`src/include/sgh_pkg.sv`:
```
// package: constants, carriers and state types for the signaling and highway control bank
package sgh_pkg;

  // ****************************************************************
  // clock and bus geometry
  // ****************************************************************
  localparam int CLK_PERIOD_NS  = 25;            // device clock, 40 mhz
  localparam int ADDR_W         = 5;             // {framer[2:0], reg[1:0]}
  localparam int FRM_SEL_LSB    = 2;             // framer index position in address

  // ****************************************************************
  // register offsets inside one framer slot
  // ****************************************************************
  localparam logic [1:0] OFS_SIG_MODE = 2'h0;    // signaling_mode_control
  localparam logic [1:0] OFS_HWY_CTL  = 2'h1;    // highway_common_control_a
  localparam logic [1:0] OFS_STATUS   = 2'h2;    // read-only signaling state

  // ****************************************************************
  // reset values
  // ****************************************************************
  localparam logic [7:0] SIG_MODE_RST = 8'h00;
  localparam logic [7:0] HWY_CTL_RST  = 8'h00;

  // ****************************************************************
  // signaling_mode_control field positions
  // ****************************************************************
  localparam int B_TRANSPARENT = 0;              // transparent_signaling
  localparam int B_STOMP       = 1;              // receive stomp
  localparam int B_ASSOC       = 2;              // associated_signaling_mode
  localparam int B_FREEZE      = 3;              // receive_signaling_freeze
  localparam int B_MSG_SIG     = 4;              // message_signaling_enable
  localparam int B_SPLIT       = 5;              // split_format_signaling
  localparam int B_AUTO_AIS    = 6;              // auto_system_slot16_alarm
  localparam int B_SQUELCH     = 7;              // transmit_slot16_squelch

  // ****************************************************************
  // highway_common_control_a field positions
  // ****************************************************************
  localparam int B_PLL_RATE    = 0;              // pll_reference_rate_select
  localparam int B_CLK_MODE    = 1;              // highway_clock_mode
  localparam int B_RATE_LO     = 2;              // highway_rate_select_lo
  localparam int B_RATE_HI     = 3;              // highway_rate_select_hi

  // ****************************************************************
  // divide-down ratios: reference edges per output period
  // ****************************************************************
  localparam logic [8:0] DIV_DS1  = 9'h0c1;      // 193: 1.544 mhz -> 8 khz
  localparam logic [8:0] DIV_CEPT = 9'h100;      // 256: 2.048 mhz -> 8 khz

  // ****************************************************************
  // signaling nibble constants
  // ****************************************************************
  localparam logic [3:0] NIB_ZERO = 4'h0;
  localparam logic [3:0] NIB_ONES = 4'hf;
  localparam logic [1:0] FG_DATA  = 2'h0;        // f/g code marking a data channel

  // highway data rate codes
  typedef enum logic [1:0] {
    SGH_RATE_2M = 2'b00,
    SGH_RATE_4M = 2'b10,          // {hi, lo}: only the upper select bit set
    SGH_RATE_8M = 2'b01,          // {hi, lo}: only the lower select bit set
    SGH_RATE_RS = 2'b11
  } sgh_rate_e;

  // per-framer inputs from the framer core, same clock
  typedef struct packed {
    logic       cept;         // 1: cept line format, 0: ds1
    logic       ts16_lof;     // loss of slot 16 multiframe alignment
    logic       nib_valid;    // one received signaling nibble
    logic [3:0] nib;          // received abcd
    logic [1:0] tx_fg;        // f/g bits of the transmit signaling register
    logic [1:0] rx_fg;        // f/g bits of the receive signaling block
  } sgh_frm_in_s;

  // per-framer decoded control, registered
  typedef struct packed {
    logic      insert_extract; // signaling inserted and extracted
    logic      assoc;          // 16-bit highway channels
    logic      assoc_src;      // transmit signaling taken from system data
    logic      msg_sig;        // channel 24 message signaling
    logic      split;          // f/g from registers, abcd from highway
    logic      ts16_ais;       // alarm in system slot 16
    logic      pll_high;       // fourfold reference mode
    logic      clk_eq_rate;    // highway clock equals data rate
    sgh_rate_e rate;           // shared highway data rate
  } sgh_ctl_s;

  // per-framer receive signaling result, registered
  typedef struct packed {
    logic       valid;        // one-cycle pulse per nibble
    logic       voice;        // channel treated as voice
    logic [3:0] line_nib;     // nibble sent on in the line stream
    logic [1:0] fg_used;      // f/g used for extraction
  } sgh_rx_out_s;

  // per-framer state
  typedef struct packed {
    logic [7:0]  sig_mode;
    logic [7:0]  hwy_ctl;
    logic [3:0]  sig_buf;     // last extracted nibble
    logic [8:0]  div_cnt;
    logic        div_out;
    logic [1:0]  ref_sync;    // reference clock synchroniser
    logic        ref_prev;
    sgh_ctl_s    ctl;
    sgh_rx_out_s rx;
  } sgh_frm_s;

endpackage

```
`src/core/sgh_bank.sv`:
```
// signaling mode and common highway control bank for eight framers
//
// Implementation choices: the register offsets and the strobed register port.
`timescale 1ns/1ps
//
// Contract
// - transparent_signaling 0: insert and extract signaling
// - ds1: f/g bits choose voice or data
// - transparent_signaling 1: pass data, all data channels
// - stomp 0: forward received signaling unchanged
// - ds1 stomp: extract first, then force ones on voice channels
// - cept stomp: nibble 0000 becomes 1111
// - assoc mode: 16-bit highway channels
// - freeze bit holds receive signaling buffer
// - ds1: enable channel 24 message signaling
// - split: f/g from registers, abcd highway
// - split: copy transmit f/g to receive
// - cept: auto slot 16 alarm on lof
// - cept squelch: alarm in slot 16
// - pll mode 0: 8 khz from low reference
// - pll mode 1: 32 khz from fourfold reference
// - clock mode 0: clock equals data rate
// - bits 2-3 select shared highway rate
// - highway control register resets to zero
// - signaling mode register resets to zero

module sgh_bank #(
  parameter int NUM_FRAMERS = 8                           // framers served by this bank
) (
  // clock and reset
  input  wire logic                                  clock_i,
  input  wire logic                                  rst_n_i,
  // register port
  input  wire logic [sgh_pkg::ADDR_W-1:0]            addr_i,
  input  wire logic [7:0]                            wdata_i,
  input  wire logic                                  wr_i,
  input  wire logic                                  rd_i,
  output logic      [7:0]                            rdata_o,
  // framer side
  input  wire sgh_pkg::sgh_frm_in_s [NUM_FRAMERS-1:0] frm_i,
  input  wire logic [NUM_FRAMERS-1:0]                pll_reference_clock_i,
  output sgh_pkg::sgh_ctl_s    [NUM_FRAMERS-1:0]     ctl_o,
  output sgh_pkg::sgh_rx_out_s [NUM_FRAMERS-1:0]     rx_o,
  output logic      [NUM_FRAMERS-1:0]                divided_reference_output_o
);

  // ****************************************************************
  // elaboration checks
  // ****************************************************************
  // three address bits pick the framer, so more than eight cannot be reached
  if (NUM_FRAMERS < 1 || NUM_FRAMERS > 8) begin : g_bad_count
    $error("NUM_FRAMERS must be 1 to 8");
  end

  // ****************************************************************
  // state
  // ****************************************************************
  typedef struct packed {
    sgh_pkg::sgh_frm_s [NUM_FRAMERS-1:0] fr;               // per-framer state
    logic [7:0]                          rdata;            // read answer
  } sgh_state_s;

  sgh_state_s st_ff;                                       // registered state
  sgh_state_s nxt_st;                                      // next state
  logic [1:0] rst_sync_ff;                                 // reset release chain
  logic       rst_n;                                       // synchronised reset

  // ****************************************************************
  // helpers
  // ****************************************************************
  // divide ratio follows the line format; the same ratio gives 8 khz from the
  // low reference and 32 khz from the fourfold one
  function automatic logic [8:0] div_ratio(input logic cept);
    div_ratio = cept ? sgh_pkg::DIV_CEPT : sgh_pkg::DIV_DS1;
  endfunction

  // decode both control registers into the control carrier
  function automatic sgh_pkg::sgh_ctl_s decode(input logic [7:0] sm,
                                               input logic [7:0] hc,
                                               input logic       cept,
                                               input logic       lof);
    sgh_pkg::sgh_ctl_s c;
    c = '0;
    c.insert_extract = !sm[sgh_pkg::B_TRANSPARENT];
    c.assoc          = sm[sgh_pkg::B_ASSOC];
    c.assoc_src      = !sm[sgh_pkg::B_TRANSPARENT] && sm[sgh_pkg::B_ASSOC];
    c.msg_sig        = !cept && sm[sgh_pkg::B_MSG_SIG];
    c.split          = !cept && sm[sgh_pkg::B_SPLIT]
                       && sm[sgh_pkg::B_ASSOC];
    c.ts16_ais       = cept && (sm[sgh_pkg::B_SQUELCH]
                       || (sm[sgh_pkg::B_AUTO_AIS] && lof));
    c.pll_high       = hc[sgh_pkg::B_PLL_RATE];
    c.clk_eq_rate    = !hc[sgh_pkg::B_CLK_MODE];
    c.rate           = sgh_pkg::sgh_rate_e'({hc[sgh_pkg::B_RATE_HI],
                                             hc[sgh_pkg::B_RATE_LO]});
    return c;
  endfunction

  // ****************************************************************
  // reset release
  // ****************************************************************
  // asserts at once, releases two clocks later so no framer sees a ragged edge
  always_ff @(posedge clock_i or negedge rst_n_i) begin
    if (!rst_n_i) begin
      rst_sync_ff <= 2'h0;
    end else begin
      rst_sync_ff <= {rst_sync_ff[0], 1'b1};
    end
  end

  assign rst_n = rst_sync_ff[1];

  // ****************************************************************
  // next-state logic
  // ****************************************************************
  // one pass per framer; nothing crosses from one framer's slot to another
  always_comb begin
    logic [2:0] sel;
    logic [1:0] ofs;
    logic       ext;
    logic       voice;
    logic [1:0] fg;
    logic [3:0] nib;
    logic [8:0] lim;
    sel    = addr_i[sgh_pkg::FRM_SEL_LSB +: 3];
    ofs    = addr_i[1:0];
    ext    = 1'b0;
    voice  = 1'b0;
    fg     = 2'h0;
    nib    = 4'h0;
    lim    = 9'h0;
    nxt_st = st_ff;
    nxt_st.rdata = 8'h00;                                  // answer only after a read

    for (int i = 0; i < NUM_FRAMERS; i++) begin
      // register writes, each framer decodes its own slot
      if (wr_i && sel == 3'(i)) begin
        if (ofs == sgh_pkg::OFS_SIG_MODE) begin
          nxt_st.fr[i].sig_mode = wdata_i;
        end
        if (ofs == sgh_pkg::OFS_HWY_CTL) begin
          nxt_st.fr[i].hwy_ctl = wdata_i;
        end
      end

      // register reads; unmapped offsets answer zero
      if (rd_i && sel == 3'(i)) begin
        case (ofs)
          sgh_pkg::OFS_SIG_MODE: nxt_st.rdata = st_ff.fr[i].sig_mode;
          sgh_pkg::OFS_HWY_CTL:  nxt_st.rdata = st_ff.fr[i].hwy_ctl;
          sgh_pkg::OFS_STATUS:   nxt_st.rdata = {2'h0, st_ff.fr[i].ctl.ts16_ais,
                                                 st_ff.fr[i].div_out,
                                                 st_ff.fr[i].sig_buf};
          default:               nxt_st.rdata = 8'h00;
        endcase
      end

      // control decode from the values now being stored
      nxt_st.fr[i].ctl = decode(nxt_st.fr[i].sig_mode, nxt_st.fr[i].hwy_ctl,
                                frm_i[i].cept, frm_i[i].ts16_lof);

      // receive signaling path
      ext = !st_ff.fr[i].sig_mode[sgh_pkg::B_TRANSPARENT];
      // split mode borrows the transmit f/g so both directions agree on format
      fg  = st_ff.fr[i].ctl.split ? frm_i[i].tx_fg : frm_i[i].rx_fg;
      // only ds1 with active signaling has voice channels at all
      voice = ext && !frm_i[i].cept && (fg != sgh_pkg::FG_DATA);
      nib   = frm_i[i].nib;
      if (ext && st_ff.fr[i].sig_mode[sgh_pkg::B_STOMP]) begin
        if (!frm_i[i].cept) begin
          // extraction below uses the raw nibble, stomp only hits the line copy
          if (voice) begin
            nib = sgh_pkg::NIB_ONES;
          end
        end else if (frm_i[i].nib == sgh_pkg::NIB_ZERO) begin
          nib = sgh_pkg::NIB_ONES;
        end
      end
      nxt_st.fr[i].rx.valid    = frm_i[i].nib_valid;
      nxt_st.fr[i].rx.voice    = voice;
      nxt_st.fr[i].rx.fg_used  = fg;
      if (frm_i[i].nib_valid) begin
        nxt_st.fr[i].rx.line_nib = nib;
        // freeze keeps the last good value, useful during a line fault
        if (ext && !st_ff.fr[i].sig_mode[sgh_pkg::B_FREEZE]
            && (voice || frm_i[i].cept)) begin
          nxt_st.fr[i].sig_buf = frm_i[i].nib;
        end
      end

      // reference divide-down; edge taken from the second sync stage only
      nxt_st.fr[i].ref_sync = {st_ff.fr[i].ref_sync[0], pll_reference_clock_i[i]};
      nxt_st.fr[i].ref_prev = st_ff.fr[i].ref_sync[1];
      lim = div_ratio(frm_i[i].cept) - 9'h1;
      if (st_ff.fr[i].div_cnt > lim) begin
        // a switch from cept to ds1 can strand the count past the new end
        nxt_st.fr[i].div_cnt = 9'h0;
      end else if (st_ff.fr[i].ref_sync[1] && !st_ff.fr[i].ref_prev) begin
        if (st_ff.fr[i].div_cnt >= lim) begin
          nxt_st.fr[i].div_cnt = 9'h0;
        end else begin
          nxt_st.fr[i].div_cnt = st_ff.fr[i].div_cnt + 9'h1;
        end
      end
      // square wave: high for the first half of each period
      nxt_st.fr[i].div_out = nxt_st.fr[i].div_cnt < {1'b0, lim[8:1]} + 9'h1;
    end
  end

  // ****************************************************************
  // state register
  // ****************************************************************
  // reset puts both control registers at zero: signaling on, every option off
  always_ff @(posedge clock_i or negedge rst_n) begin
    if (!rst_n) begin
      for (int i = 0; i < NUM_FRAMERS; i++) begin
        st_ff.fr[i]          <= '0;
        st_ff.fr[i].sig_mode <= sgh_pkg::SIG_MODE_RST;
        st_ff.fr[i].hwy_ctl  <= sgh_pkg::HWY_CTL_RST;
        st_ff.fr[i].ctl      <= '0;
      end
      st_ff.rdata <= 8'h00;
    end else begin
      st_ff <= nxt_st;
    end
  end

  // ****************************************************************
  // outputs, all straight from state
  // ****************************************************************
  assign rdata_o = st_ff.rdata;

  always_comb begin
    for (int i = 0; i < NUM_FRAMERS; i++) begin
      ctl_o[i]                      = st_ff.fr[i].ctl;
      rx_o[i]                       = st_ff.fr[i].rx;
      divided_reference_output_o[i] = st_ff.fr[i].div_out;
    end
  end

  logic w_sig0;                                            // write to framer 0 mode
  logic w_hwy0;                                            // write to framer 0 highway
  logic w_sig1;                                            // write to framer 1 mode
  assign w_sig0 = wr_i && addr_i == {3'h0, sgh_pkg::OFS_SIG_MODE};
  assign w_hwy0 = wr_i && addr_i == {3'h0, sgh_pkg::OFS_HWY_CTL};
  assign w_sig1 = wr_i && addr_i == {3'h1, sgh_pkg::OFS_SIG_MODE};
endmodule

```
`config.mk`:
```
export PLATFORM = sky130hd
export DESIGN_NAME = sgh_bank
export DESIGN_NICKNAME = d
export VERILOG_FILES = /design/src/include/sgh_pkg.sv /design/src/core/sgh_bank.sv
export SDC_FILE = /design/constraint.sdc
export NUM_CORES = 1
export LEC_CHECK = 0
export BUFFER_PORTS_ARGS = -buffer_cell sky130_fd_sc_hd__buf_2
export CAP_MARGIN = 20
export CORE_ASPECT_RATIO = 0.75
export CORE_MARGIN = 1
export CORE_UTILIZATION = 35
export DETAILED_ROUTE_END_ITERATION = 7
export GPL_ROUTABILITY_DRIVEN = 0
export HOLD_SLACK_MARGIN = 0.03
export PLACE_DENSITY = 0.51
export SYNTH_ARGS = -nofsm -noshare
export SYNTH_HDL_FRONTEND = slang
export SYNTH_SLANG_ARGS = --single-unit
```
`constraint.sdc`:
```
create_clock -name clock_i -period 29.8 [get_ports clock_i]
set_input_delay 1.49 -clock clock_i [delete_from_list [all_inputs] [get_ports clock_i]]
set_output_delay 1.49 -clock clock_i [all_outputs]
set_load 0.1 [all_outputs]
```
## Yosys cells after proc, flatten, opt, wreduce, memory -nomap -nowiden

Index checks and enable logic that the tools add are counted.

| word-level totals | value |
|---|---|
| register bits after elaboration | 418 |

| operators by class | value |
|---|---|
| reduce and logical (&&, ||, !) cells | 218 |
| order comparisons | 24 |
| multiplexer cells | 112 |
| add/subtract/negate cells | 24 |
| eq/ne operators | 9 |

Operators with widths:

| cell | number |
|---|---|
| 2-to-1 mux 9 bit | 32 |
| 2-to-1 mux 8 bit | 24 |
| one-hot mux 8 bit (3 select lines) | 8 |
| 2-to-1 mux 16 bit | 8 |
| 2-to-1 mux 4 bit | 32 |
| logical AND 1 bit | 112 |
| adder 8 x 1 -> 9 bit, second input constant | 8 |
| adder 9 x 1 -> 9 bit, second input constant | 8 |
| greater-or-equal comparator 9 bit | 8 |
| greater-than comparator 9 bit | 8 |
| less-than comparator 9 bit | 8 |
| subtractor 9 x 1 -> 9 bit, second input constant | 8 |
| zero test 1 bit | 48 |
| AND reduction 2 bit | 24 |
| zero test 4 bit | 8 |
| logical OR 1 bit | 16 |
| 2-to-1 mux 2 bit | 8 |
| nonzero test 2 bit | 8 |
| equality test 3 bit, second input constant | 4 |
| equality test 3 x 2 -> 1 bit, second input constant | 2 |
| equality test 3 x 1 -> 1 bit, second input constant | 1 |
| zero test 3 bit | 1 |
| equality test 2 x 1 -> 1 bit, second input constant | 1 |
| equality test 2 bit, second input constant | 1 |
| zero test 2 bit | 1 |

## Longest topological paths before layout

Gate-level depths: netlist of the first run.

| logic depth | value |
|---|---|
| depth after elaboration | 10 |
| gate-level depth with buffers | 14 |

## Worst setup path after synthesis of the first run

Ideal clock, no wire load.

| timing path | value |
|---|---|
| kind | in2reg |
| start point | input frm_i[21] (netlist name) |
| end point | register st_ff (netlist bit divided_reference_output_o[1]) |
| required time | 29.723 ns |
| stages | 14 |
| path buffers | 1 |
| setup time | 0.077 ns |
| slack | 25.729 ns |
| arrival | 3.994 ns |
| path through | inv_1 > ha_1 > and3_1 > nand3_1 > a31oi_1 > o32a_1 > clkbuf_1 > nor2_1 > ha_1 > a211oi_1 > o21ai_0 > nor4_1 > o32ai_1 > a21oi_1 |

RTL lines:

| item | line | text |
|---|---|---|
| start, declared | sgh_bank.sv:40 | `input wire sgh_pkg::sgh_frm_in_s [NUM_FRAMERS-1:0] frm_i,` |
| end signal, assigned | sgh_bank.sv:224 | `st_ff <= nxt_st;` |
| end, declared | sgh_bank.sv:63 | `sgh_state_s st_ff;` |

==> results.cfg, run 1 <==
[timing]
rsz0062_at_grt = false
relSlewSlack_pct = 34.09
layout_min_cycle_time_ns = 4.075
finalHoldViolations = 0
finClkSkew_ns = 0.01141
worst_pin_slew_ns = 0.9866
fmax_mhz = 245.4
period_share_pct = 13.67
setup_tns_ns = 0
slew_viol_final = 0
setup_violations = 0

[die]
die_x_um = 277.3
core_area_um2 = 56020
ioPinCount = 273
start_util_pct = 35.50
placementRows = 75
die-area_um2 = 57790
die_y_um = 208.4

[global_route]
antenna_found_initial = 10
grt_pass1_vias = 13780
overflow = 0
grt_max_degree = 169
grt_use_total_pct = 18.66
grt_pass1_wl_um = 83600

[run_status]
status = completed

[final_layout]
fill_cells = 5411
stdcell_area_um2 = 22190
nNetsFinal = 2095
final-seq-area_um2 = 9663
layout_commonest_cell = dfrtp_1
syn2layout_area_growth_pct = 11.59
final_cell_mix = dfrtp_1 (385), buf_2 (271), mux2_2 (168)
multiInputGateArea_um2 = 8591
drive_gt1_share_pct = 28.56

[place]
dp_hpwl_um = 38150
place_area_um2 = 20830
io_buffer_count = 272

[power_and_ir_drop]
swShare_pct = 38.90
power_density_nw_per_um2 = 79.15
ir_worst_vdd_uv = 34.58
power.internal_mw = 1.073
clkPwrFrac_pct = 29.8
pwr-share-seq_pct = 40.0
p_comb_share_pct = 30.2
p_leak_nw = 10.43
p_switching_mw = 0.6833

[synthesis]
syn-cell-area_um2 = 19890
avgSynthCellArea_um2 = 11.14
async_flop_share_pct = 100.0
synthCells = 1786
seq_area_frac_synth_pct = 48.57
yosys.area.top_type = dfrtp_1
mappedNetlistNets = 1979
yosysTopAreaCellShare_pct = 48.57
yosys-top-cells-area = dfrtp_1 (49%), mux2_2 (9.5%), buf_4 (6.2%)
ys_types = 80
yosys_warnings = 0
synth_flop_cell = dfrtp_1
synth-edff-count = 0
synth_seq_cells = 386

[route]
wl_per_cell_um = 20.10
drc = 0
drtAntennaViolNets = 0
viasPerCell = 5.201
dr.pass1.iters = 5
first_iter_violations = 967
wirelength_um = 53520
vias = 13850

[cts]
cts_root_buf = clkbuf_16
cts_tree = yes
h-tree-depth = 2
post_cts_buffers = 0
path_clk_slew_ns = 0.06
cts.sinks = 386
cts_resized = 0
clockBufferDepth = 3
cts_buffers = 43
hold_buffers = 0
insertion_delay_ns = 0.57

[worst_setup_path]
crit_required_ns = 30.29
critPathLaunchType = input port
endpoint_kind = flip-flop
crit_type = input port to flip-flop
reg2regPathDepth = 12
timing.rr.start = st_ff[84]$_DFF_PN0_
critPathArrivalTime_ns = 4.57
crit_slowest_cell = o32a_1
endpoint = divided_reference_output_o[1]$_DFF_PN0_
reg2reg_slack_ns = 26.59
reg2reg_to = divided_reference_output_o[1]$_DFF_PN0_
path_max_fanout = 11
cp-startpoint = frm_i[21]
crit_chain = buf_2 -> inv_1 -> ha_1 -> and3_1 -> nand3_1 -> a31oi_1 -> o32a_1 -> nor2_1 -> ha_1 -> a211oi_1 -> o21ai_0 -> nor4_1 -> o32ai_1 -> a21oi_1
max_stage_delay_ns = 0.39
crit_top_cell = ha_1

[min_path]
holdCritPathClass = flip-flop to async pin

[flow_run]
maxCapViolations = 0
-- how the worst min path moves through the flow --
stage | start | endpoint | slack, ns
2_1_floorplan | nxt_st[130]$_DFF_PN0_ | nxt_st[128]$_DFF_PN0_ | 0.33
3_3_place_gp | rst_sync_ff[1]$_DFF_PN0_ | nxt_st[232]$_DFF_PN0_ | 0.32
3_5_place_dp | rst_sync_ff[1]$_DFF_PN0_ | nxt_st[232]$_DFF_PN0_ | 0.32
4_1_cts | rst_sync_ff[1]$_DFF_PN0_ | nxt_st[232]$_DFF_PN0_ | 0.33
5_1_grt | rst_sync_ff[1]$_DFF_PN0_ | nxt_st[232]$_DFF_PN0_ | 0.36
6_report | rst_sync_ff[1]$_DFF_PN0_ | nxt_st[232]$_DFF_PN0_ | 0.30
-- final cells by class --
type / instances / area share [%]
clock buffers: 65 / 5.818
multi-input cells: 1136 / 38.71
clock inverters: 7 / 0.2706
repair buffers: 280 / 6.563
inverters: 55 / 0.9415
flip-flops and latches: 386 / 43.54
diodes: 3 / 0.03383
well taps: 731 / 4.121
-- synth_stat cells, types with 8 or more instances --
master and count:
xor2_1 36, o21ai_1 12, nor2_1 154, nor2b_1 13, o32a_1 8, buf_4 165, ha_1 80, nand3_1 36
buf_2 19, nor3b_1 11, o22a_1 33, a31oi_1 21, a21oi_1 63, or4_1 9, a22oi_1 8, mux2_2 168
mux2i_1 67, xnor2_1 21, nand2_1 77, nand2b_1 19, clkbuf_1 23, nand4_1 23, a211oi_1 18, a21o_1 17
o211ai_1 15, inv_1 50, and3_1 21, and2_1 11, nor3_1 29, o22ai_1 13, o21ai_0 48, dfrtp_1 386
-- per-stage QoR --
step	hold slack [ns]	worst slack [ns]	total power [mW]	util (%)	instances
2_1_floorplan	0.3312	18.25	1.151	-	1786
3_3_place_gp	0.3178	25.34	1.234	37.14	2587
3_5_place_dp	0.3246	25.17	1.244	37.19	2588
4_1_cts	0.3304	25.76	1.779	39.60	2660
5_1_grt	0.3585	25.40	1.851	39.61	2662
6_report	0.3028	25.72	1.756	39.61	2663
-- per-layer routing --
metal,wire [um],vias up,track usage (%)
met5,27,-,0
met2,23280,346,27.53
met1,25970,6955,27.58
met4,1165,4,5.421
met3,3084,68,3.515
li1,-,6476,-
-- flip-flops by register name, summed over array words and instances (netlist names) --
name / count
rx_o: 64
rdata_o: 8
nxt_st: 16
divided_reference_output_o: 8
rst_sync_ff: 2
st_ff: 232
ctl_o: 56
-- cells by family (layout without fill, tap and decap cells) --
group,after synthesis,in the layout,share of synthesized area [%]
multiplexers,242,242,13.51
other,1,4,0.01886
AND/OR/NAND/NOR,454,454,11.87
AO/OA/AOI/OAI,302,302,10.22
adder cells (fa/ha/maj),80,80,5.033
flip-flops,386,386,48.57
XOR/XNOR,57,57,2.510
buffers and inverters,264,407,8.273
-- power by group through the flow --
stage / Combinational (mW) / Sequential [mW] / Clock (mW)
finish: 0.531 / 0.703 / 0.523
global route: 0.573 / 0.718 / 0.561
CTS: 0.535 / 0.702 / 0.542
detailed placement: 0.533 / 0.711 / 0
global placement: 0.526 / 0.708 / 0
floorplan: 0.467 / 0.684 / 0
-- worst max-delay path: cells and delay by family --
kind,cells,cell delay (ns)
compound gates,6,1.38
simple gates,4,0.68
fa+ha+maj,2,0.66
buf+inv,2,0.36
(Power assumes the default switching activity.)
==> inputs of run 2 (changes only) <==
clock period = 3.9 ns   (was 29.8 ns; I/O delays follow)
==> run 2 against run 1 <==
- sequential share of layout area shrank 2.2 points
- largest power group unchanged
- final cell count grew 4.2%
- power grew to 7.8 times the previous value
- critical endpoint unchanged
- non-clock buffer count grew 106
- critical path type unchanged
- utilization grew 2.1 points
- flip-flop and latch count is the same
- sequential power grew to 7.6 times the previous value
- count of clock-buffer cells in the layout grew 8
- worst hold slack lost 0.21 ns
- wire length grew 2.8%
==> results.cfg, run 2 (synthesis results as in run 1) <==
[power_and_ir_drop]
ir_worst_vdd_uv = 287.2
swShare_pct = 38.62
pwr-share-seq_pct = 39.2
p_leak_nw = 10.94
power.internal_mw = 8.410
power_density_nw_per_um2 = 586.0
p_comb_share_pct = 30.4
p_switching_mw = 5.292
clkPwrFrac_pct = 30.4
p_total_mw = 13.70

[die]
die-area_um2 = 57790
ioPinCount = 273
die_x_um = 277.3
start_util_pct = 35.50
die_y_um = 208.4
placementRows = 75
core_area_um2 = 56020

[timing]
slew_viol_final = 0
layout_min_cycle_time_ns = 3.417
setup_violations = 0
worst_pin_slew_ns = 0.8520
fmax_mhz = 292.6
setup_tns_ns = 0
relSlewSlack_pct = 43.03
period_share_pct = 87.63
finalHoldViolations = 0
finClkSkew_ns = 0.02087
rsz0062_at_grt = false

[place]
io_buffer_count = 272
dp_hpwl_um = 38980

[cts]
cts_tree = yes
post_cts_buffers = 0
cts_buffers = 44
h-tree-depth = 2
clockBufferDepth = 3
insertion_delay_ns = 0.58
cts_root_buf = clkbuf_16
cts.sinks = 386
path_clk_slew_ns = 0.06

[route]
met2WireLength_um = 24430
vias = 14330
viasPerCell = 5.161
dr.pass1.iters = 5
wl_met3_um = 2537
routedLengthMet1_um = 26660
first_iter_violations = 716
drc = 0
wirelength_um = 55040
wl_per_cell_um = 19.83
drtAntennaViolNets = 0
routed.top_layer = met5

[global_route]
overflow = 0
grt_pass1_wl_um = 86550
grt_pass1_vias = 14690
antenna_found_initial = 4
grt_use_total_pct = 19.21
grt_max_degree = 67

[flow_run]
maxCapViolations = 0

[worst_setup_path]
path_buf_inv = 3
crit_slowest_cell = dlygate4sd3_1
path_max_fanout = 11
crit_chain = dlygate4sd3_1 -> buf_2 -> inv_1 -> ha_1 -> and3_1 -> nand3_1 -> a31oi_1 -> o32a_1 -> nor2_1 -> ha_1 -> a211oi_1 -> o21ai_0 -> nor4_1 -> o32ai_1 -> a21oi_1
crit_required_ns = 4.39
crit_top_cell = ha_1
endpoint_kind = flip-flop
critical-path-top-delay-family = compound AO/OA/AOI/OAI gates
critPathArrivalTime_ns = 3.91
critPathLaunchType = input port
crit_type = input port to flip-flop
max_stage_delay_ns = 0.52

[final_layout]
layout_commonest_cell = dfrtp_1
regMostFlops = st_ff
nNetsFinal = 2202
largest_register_ff_count = 232
final_cell_mix = dfrtp_1 (385), buf_2 (271), mux2_2 (168)
syn2layout_area_growth_pct = 17.58
drive_gt1_share_pct = 27.64

[run_status]
status = completed

[min_path]
holdCritPathClass = input port to flip-flop
## run 2: what timing repair did
item / CTS / global route
endpoints found under the setup margin: 0 / 0
hold buffers: 99 / 0
gates resized for setup: 0 / 0
endpoints found under the hold margin: 118 / 0
## run 2: per-stage QoR
step	hold WS [ns]	cells	cell area, um^2	utilization [%]	setup slack [ns]
floorplan	-0.1006	1786	19890	-	0.1022
global placement	-0.01974	2594	20930	37.35	0.7358
detailed placement	-0.01671	2594	20930	37.35	0.4601
CTS	0.06810	2774	23360	41.70	0.5331
global route	0.1234	2776	23380	41.74	0.1919
finish	0.09599	2776	23380	41.74	0.4826
## run 2: cell type report
type	instances	area [um^2]
Fill cell	5312	32640
Sequential cell	386	9663
Multi-Input combinational cell	1136	8596
Timing Repair Buffer	386	2555
Clock buffer	73	1371
Tap cell	731	914.6
Inverter	55	209.0
Clock inverter	8	72.57
Antenna cell	1	2.502
## run 2: final timing paths
kind / from / to / slack (ns) / cells past startpoint
min in group asynchronous: rst_sync_ff[1]$_DFF_PN0_ / nxt_st[232]$_DFF_PN0_ / 0.30 / 0
setup reg to reg: st_ff[84]$_DFF_PN0_ / divided_reference_output_o[1]$_DFF_PN0_ / 0.62 / 12
hold reg to reg: rst_sync_ff[1]$_DFF_PN0_ / nxt_st[232]$_DFF_PN0_ / 0.30 / 0
max in group asynchronous: rst_sync_ff[1]$_DFF_PN0_ / rx_o[57]$_DFF_PN0_ / 2.60 / 2
hold / removal: frm_i[47] / rx_o[38]$_DFF_PN0_ / 0.1 / 4
setup / recovery: frm_i[21] / divided_reference_output_o[1]$_DFF_PN0_ / 0.48 / 15
## run 2: tightest hold or removal path, cell delays in order
cell and delay (ns):
buf_2 0.10, nor2_1 0.08, a21oi_1 0.11, nor3b_1 0.14
## run 2: power groups by stage
stage	clock network [mW]	registers, mW	logic, mW
2_1_floorplan	0	5.22	3.57
3_3_place_gp	0	5.42	4.02
3_5_place_dp	0	5.44	4.08
4_1_cts	4.31	5.37	4.18
5_1_grt	4.49	5.48	4.49
6_report	4.17	5.37	4.16
## run 2: per-layer routing
| layer | track usage [%] | up-vias |
|---|---|---|
| li1 | - | 6712 |
| met1 | 27.80 | 7189 |
| met2 | 29.06 | 336 |
| met3 | 3.436 | 88 |
| met4 | 5.881 | 2 |
| met5 | 0 | - |
==> inputs of run 3 (changes only) <==
==> constraint.sdc (replaced) <==
create_clock -name clock_i -period 3.9 [get_ports clock_i]
set_input_delay 0 -clock clock_i [delete_from_list [all_inputs] [get_ports clock_i]]
set_output_delay 0 -clock clock_i [all_outputs]
set_load 0.1 [all_outputs]
==> run 3 against run 2 <==
- count of clock-buffer cells in the layout shrank 13
- critical path depth shrank 3
- highest routed layer unchanged
- final area grew 0.97%
- combinational power is essentially flat
- maximum frequency grew 6.3%
- clock skew grew 0.0059 ns
- global-route usage shrank 0.21 points
- critical endpoint unchanged
- worst hold slack lost 0.044 ns
- clock power grew 3%
- sequential share of layout area shrank 0.40 points
- power grew 0.95%
- utilization grew 0.41 points
==> results.cfg, run 3 (synthesis results as in run 1) <==
[run_status]
status = completed

[timing]
relSlewSlack_pct = 44.79
setup_violations = 0
holdWs_ns = 0.05226
finClkSkew_ns = 0.02674
fmax_mhz = 311.1
worst_pin_slew_ns = 0.8281
finalHoldViolations = 0
period_share_pct = 82.42
layout_min_cycle_time_ns = 3.214
slew_viol_final = 0
rsz0062_at_grt = false
setup_tns_ns = 0

[worst_setup_path]
endpoint_kind = flip-flop
crit_required_ns = 4.40
path_buf_inv = 0
max_stage_delay_ns = 0.44
critical-path-top-delay-family = compound AO/OA/AOI/OAI gates
critPathLaunchType = flip-flop
critPathArrivalTime_ns = 3.72
crit_slowest_cell = dfrtp_1
crit_chain = ha_1 -> and3_1 -> nand3_1 -> a31oi_1 -> o32a_1 -> nor2_1 -> ha_1 -> a211oi_1 -> o21ai_0 -> nor4_1 -> o32ai_1 -> a21oi_1
crit_type = flip-flop to flip-flop
crit_top_cell = ha_1
path_max_fanout = 9

[route]
wirelength_um = 54160
vias = 14240
wl_per_cell_um = 19.37
first_iter_violations = 681
viasPerCell = 5.094
dr.pass1.iters = 5
drc = 0
drtAntennaViolNets = 0

[power_and_ir_drop]
ir_worst_vdd_uv = 321.1
p_leak_nw = 11.04
p_total_mw = 13.83
power_density_nw_per_um2 = 585.8

[final_layout]
syn2layout_area_growth_pct = 18.72
regMostFlops = st_ff
layout_commonest_cell = dfrtp_1
final_cell_mix = dfrtp_1 (385), buf_2 (271), mux2_2 (168)
multiInputGateArea_um2 = 8596
largest_register_ff_count = 232
fill_cells = 5299
final-seq-area_um2 = 9663
nNetsFinal = 2221
drive_gt1_share_pct = 27.82

[cts]
post_cts_buffers = 0
cts_resized = 0
insertion_delay_ns = 0.59
cts.sinks = 386
hold_buffers = 120
path_clk_slew_ns = 0.06
h-tree-depth = 2
cts_buffers = 44
cts_root_buf = clkbuf_16
clockBufferDepth = 3
cts_tree = yes

[die]
start_util_pct = 35.50
die-area_um2 = 57790
die_y_um = 208.4
die_x_um = 277.3
core_area_um2 = 56020
placementRows = 75
ioPinCount = 273

[global_route]
grt_pass1_wl_um = 86320
antenna_found_initial = 4
grt_max_degree = 92
grt_pass1_vias = 14650
grt_use_total_pct = 19.00
overflow = 0

[min_path]
holdCritPathClass = input port to flip-flop

[flow_run]
maxCapViolations = 0

[place]
io_buffer_count = 272
dp_hpwl_um = 38140
## run 3: cell count changes in the layout (fill, tap and decap cells not counted), sizes merged
cell         before  now
clkinvlp          0    4
bufinv            1    3
diode             1    2
dlygate4sd3      99  120
clkbuf           73   60
clkinv            5   12
buf             287  285
## run 3: area by class of cell
class                           instances  area share, %
Sequential cell                       386          40.93
Clock inverter                         21         0.8850
Clock buffer                           60          5.516
Multi-Input combinational cell       1136          36.41
Tap cell                              731          3.874
Timing Repair Buffer                  405          11.49
Antenna cell                            2        0.02120
Inverter                               55         0.8850
## run 3: final timing paths
path / start / to / slack [ns] / depth (start not counted)
min reg2reg: nxt_st[334]$_DFF_PN0_ / nxt_st[332]$_DFF_PN0_ / 0.35 / 0
min: wdata_i[5] / st_ff[405]$_DFFE_PN0P_ / 0.05 / 2
max in group asynchronous: rst_sync_ff[1]$_DFF_PN0_ / st_ff[39]$_DFFE_PN0P_ / 2.43 / 1
max reg2reg: st_ff[84]$_DFF_PN0_ / divided_reference_output_o[1]$_DFF_PN0_ / 0.69 / 12
min in group asynchronous: rst_n_i / rst_sync_ff[1]$_DFF_PN0_ / 0.27 / 3
max: st_ff[84]$_DFF_PN0_ / divided_reference_output_o[1]$_DFF_PN0_ / 0.69 / 12
## run 3: report_power, final
group          internal (mW)  switching (mW)  total [mW]  leakage [nW]
sequential              4.70           0.665        5.36          4.77
clock                   2.54            1.76        4.30         0.744
combinational           1.27            2.90        4.17          5.53
## run 3: worst register-to-register path, stage by stage (launching register included)
cell and delay [ns]:
dfrtp_1 0.44, ha_1 0.32, and3_1 0.19, nand3_1 0.13, a31oi_1 0.23, o32a_1 0.39, nor2_1 0.12, ha_1 0.30
a211oi_1 0.30, o21ai_0 0.19, nor4_1 0.26, o32ai_1 0.12, a21oi_1 0.14
## run 3: layer usage
metal,vias to the layer above,wire length [um],track usage (%)
met5,-,27,0
met4,4,978,4.559
met3,72,2655,3.762
met2,288,24360,29.44
met1,7135,26140,27.14
li1,6743,-,-
## run 3: per-stage QoR
stage / std cells / utilization, % / cell area (um^2) / setup slack (ns)
finish: 2796 / 42.15 / 23610 / 0.6855
global route: 2794 / 42.14 / 23610 / 0.3743
CTS: 2794 / 42.14 / 23610 / 0.7316
detailed placement: 2593 / 37.30 / 20890 / 0.7398
global placement: 2593 / 37.30 / 20890 / 0.8349
floorplan: 1786 / - / 19890 / 0.1022
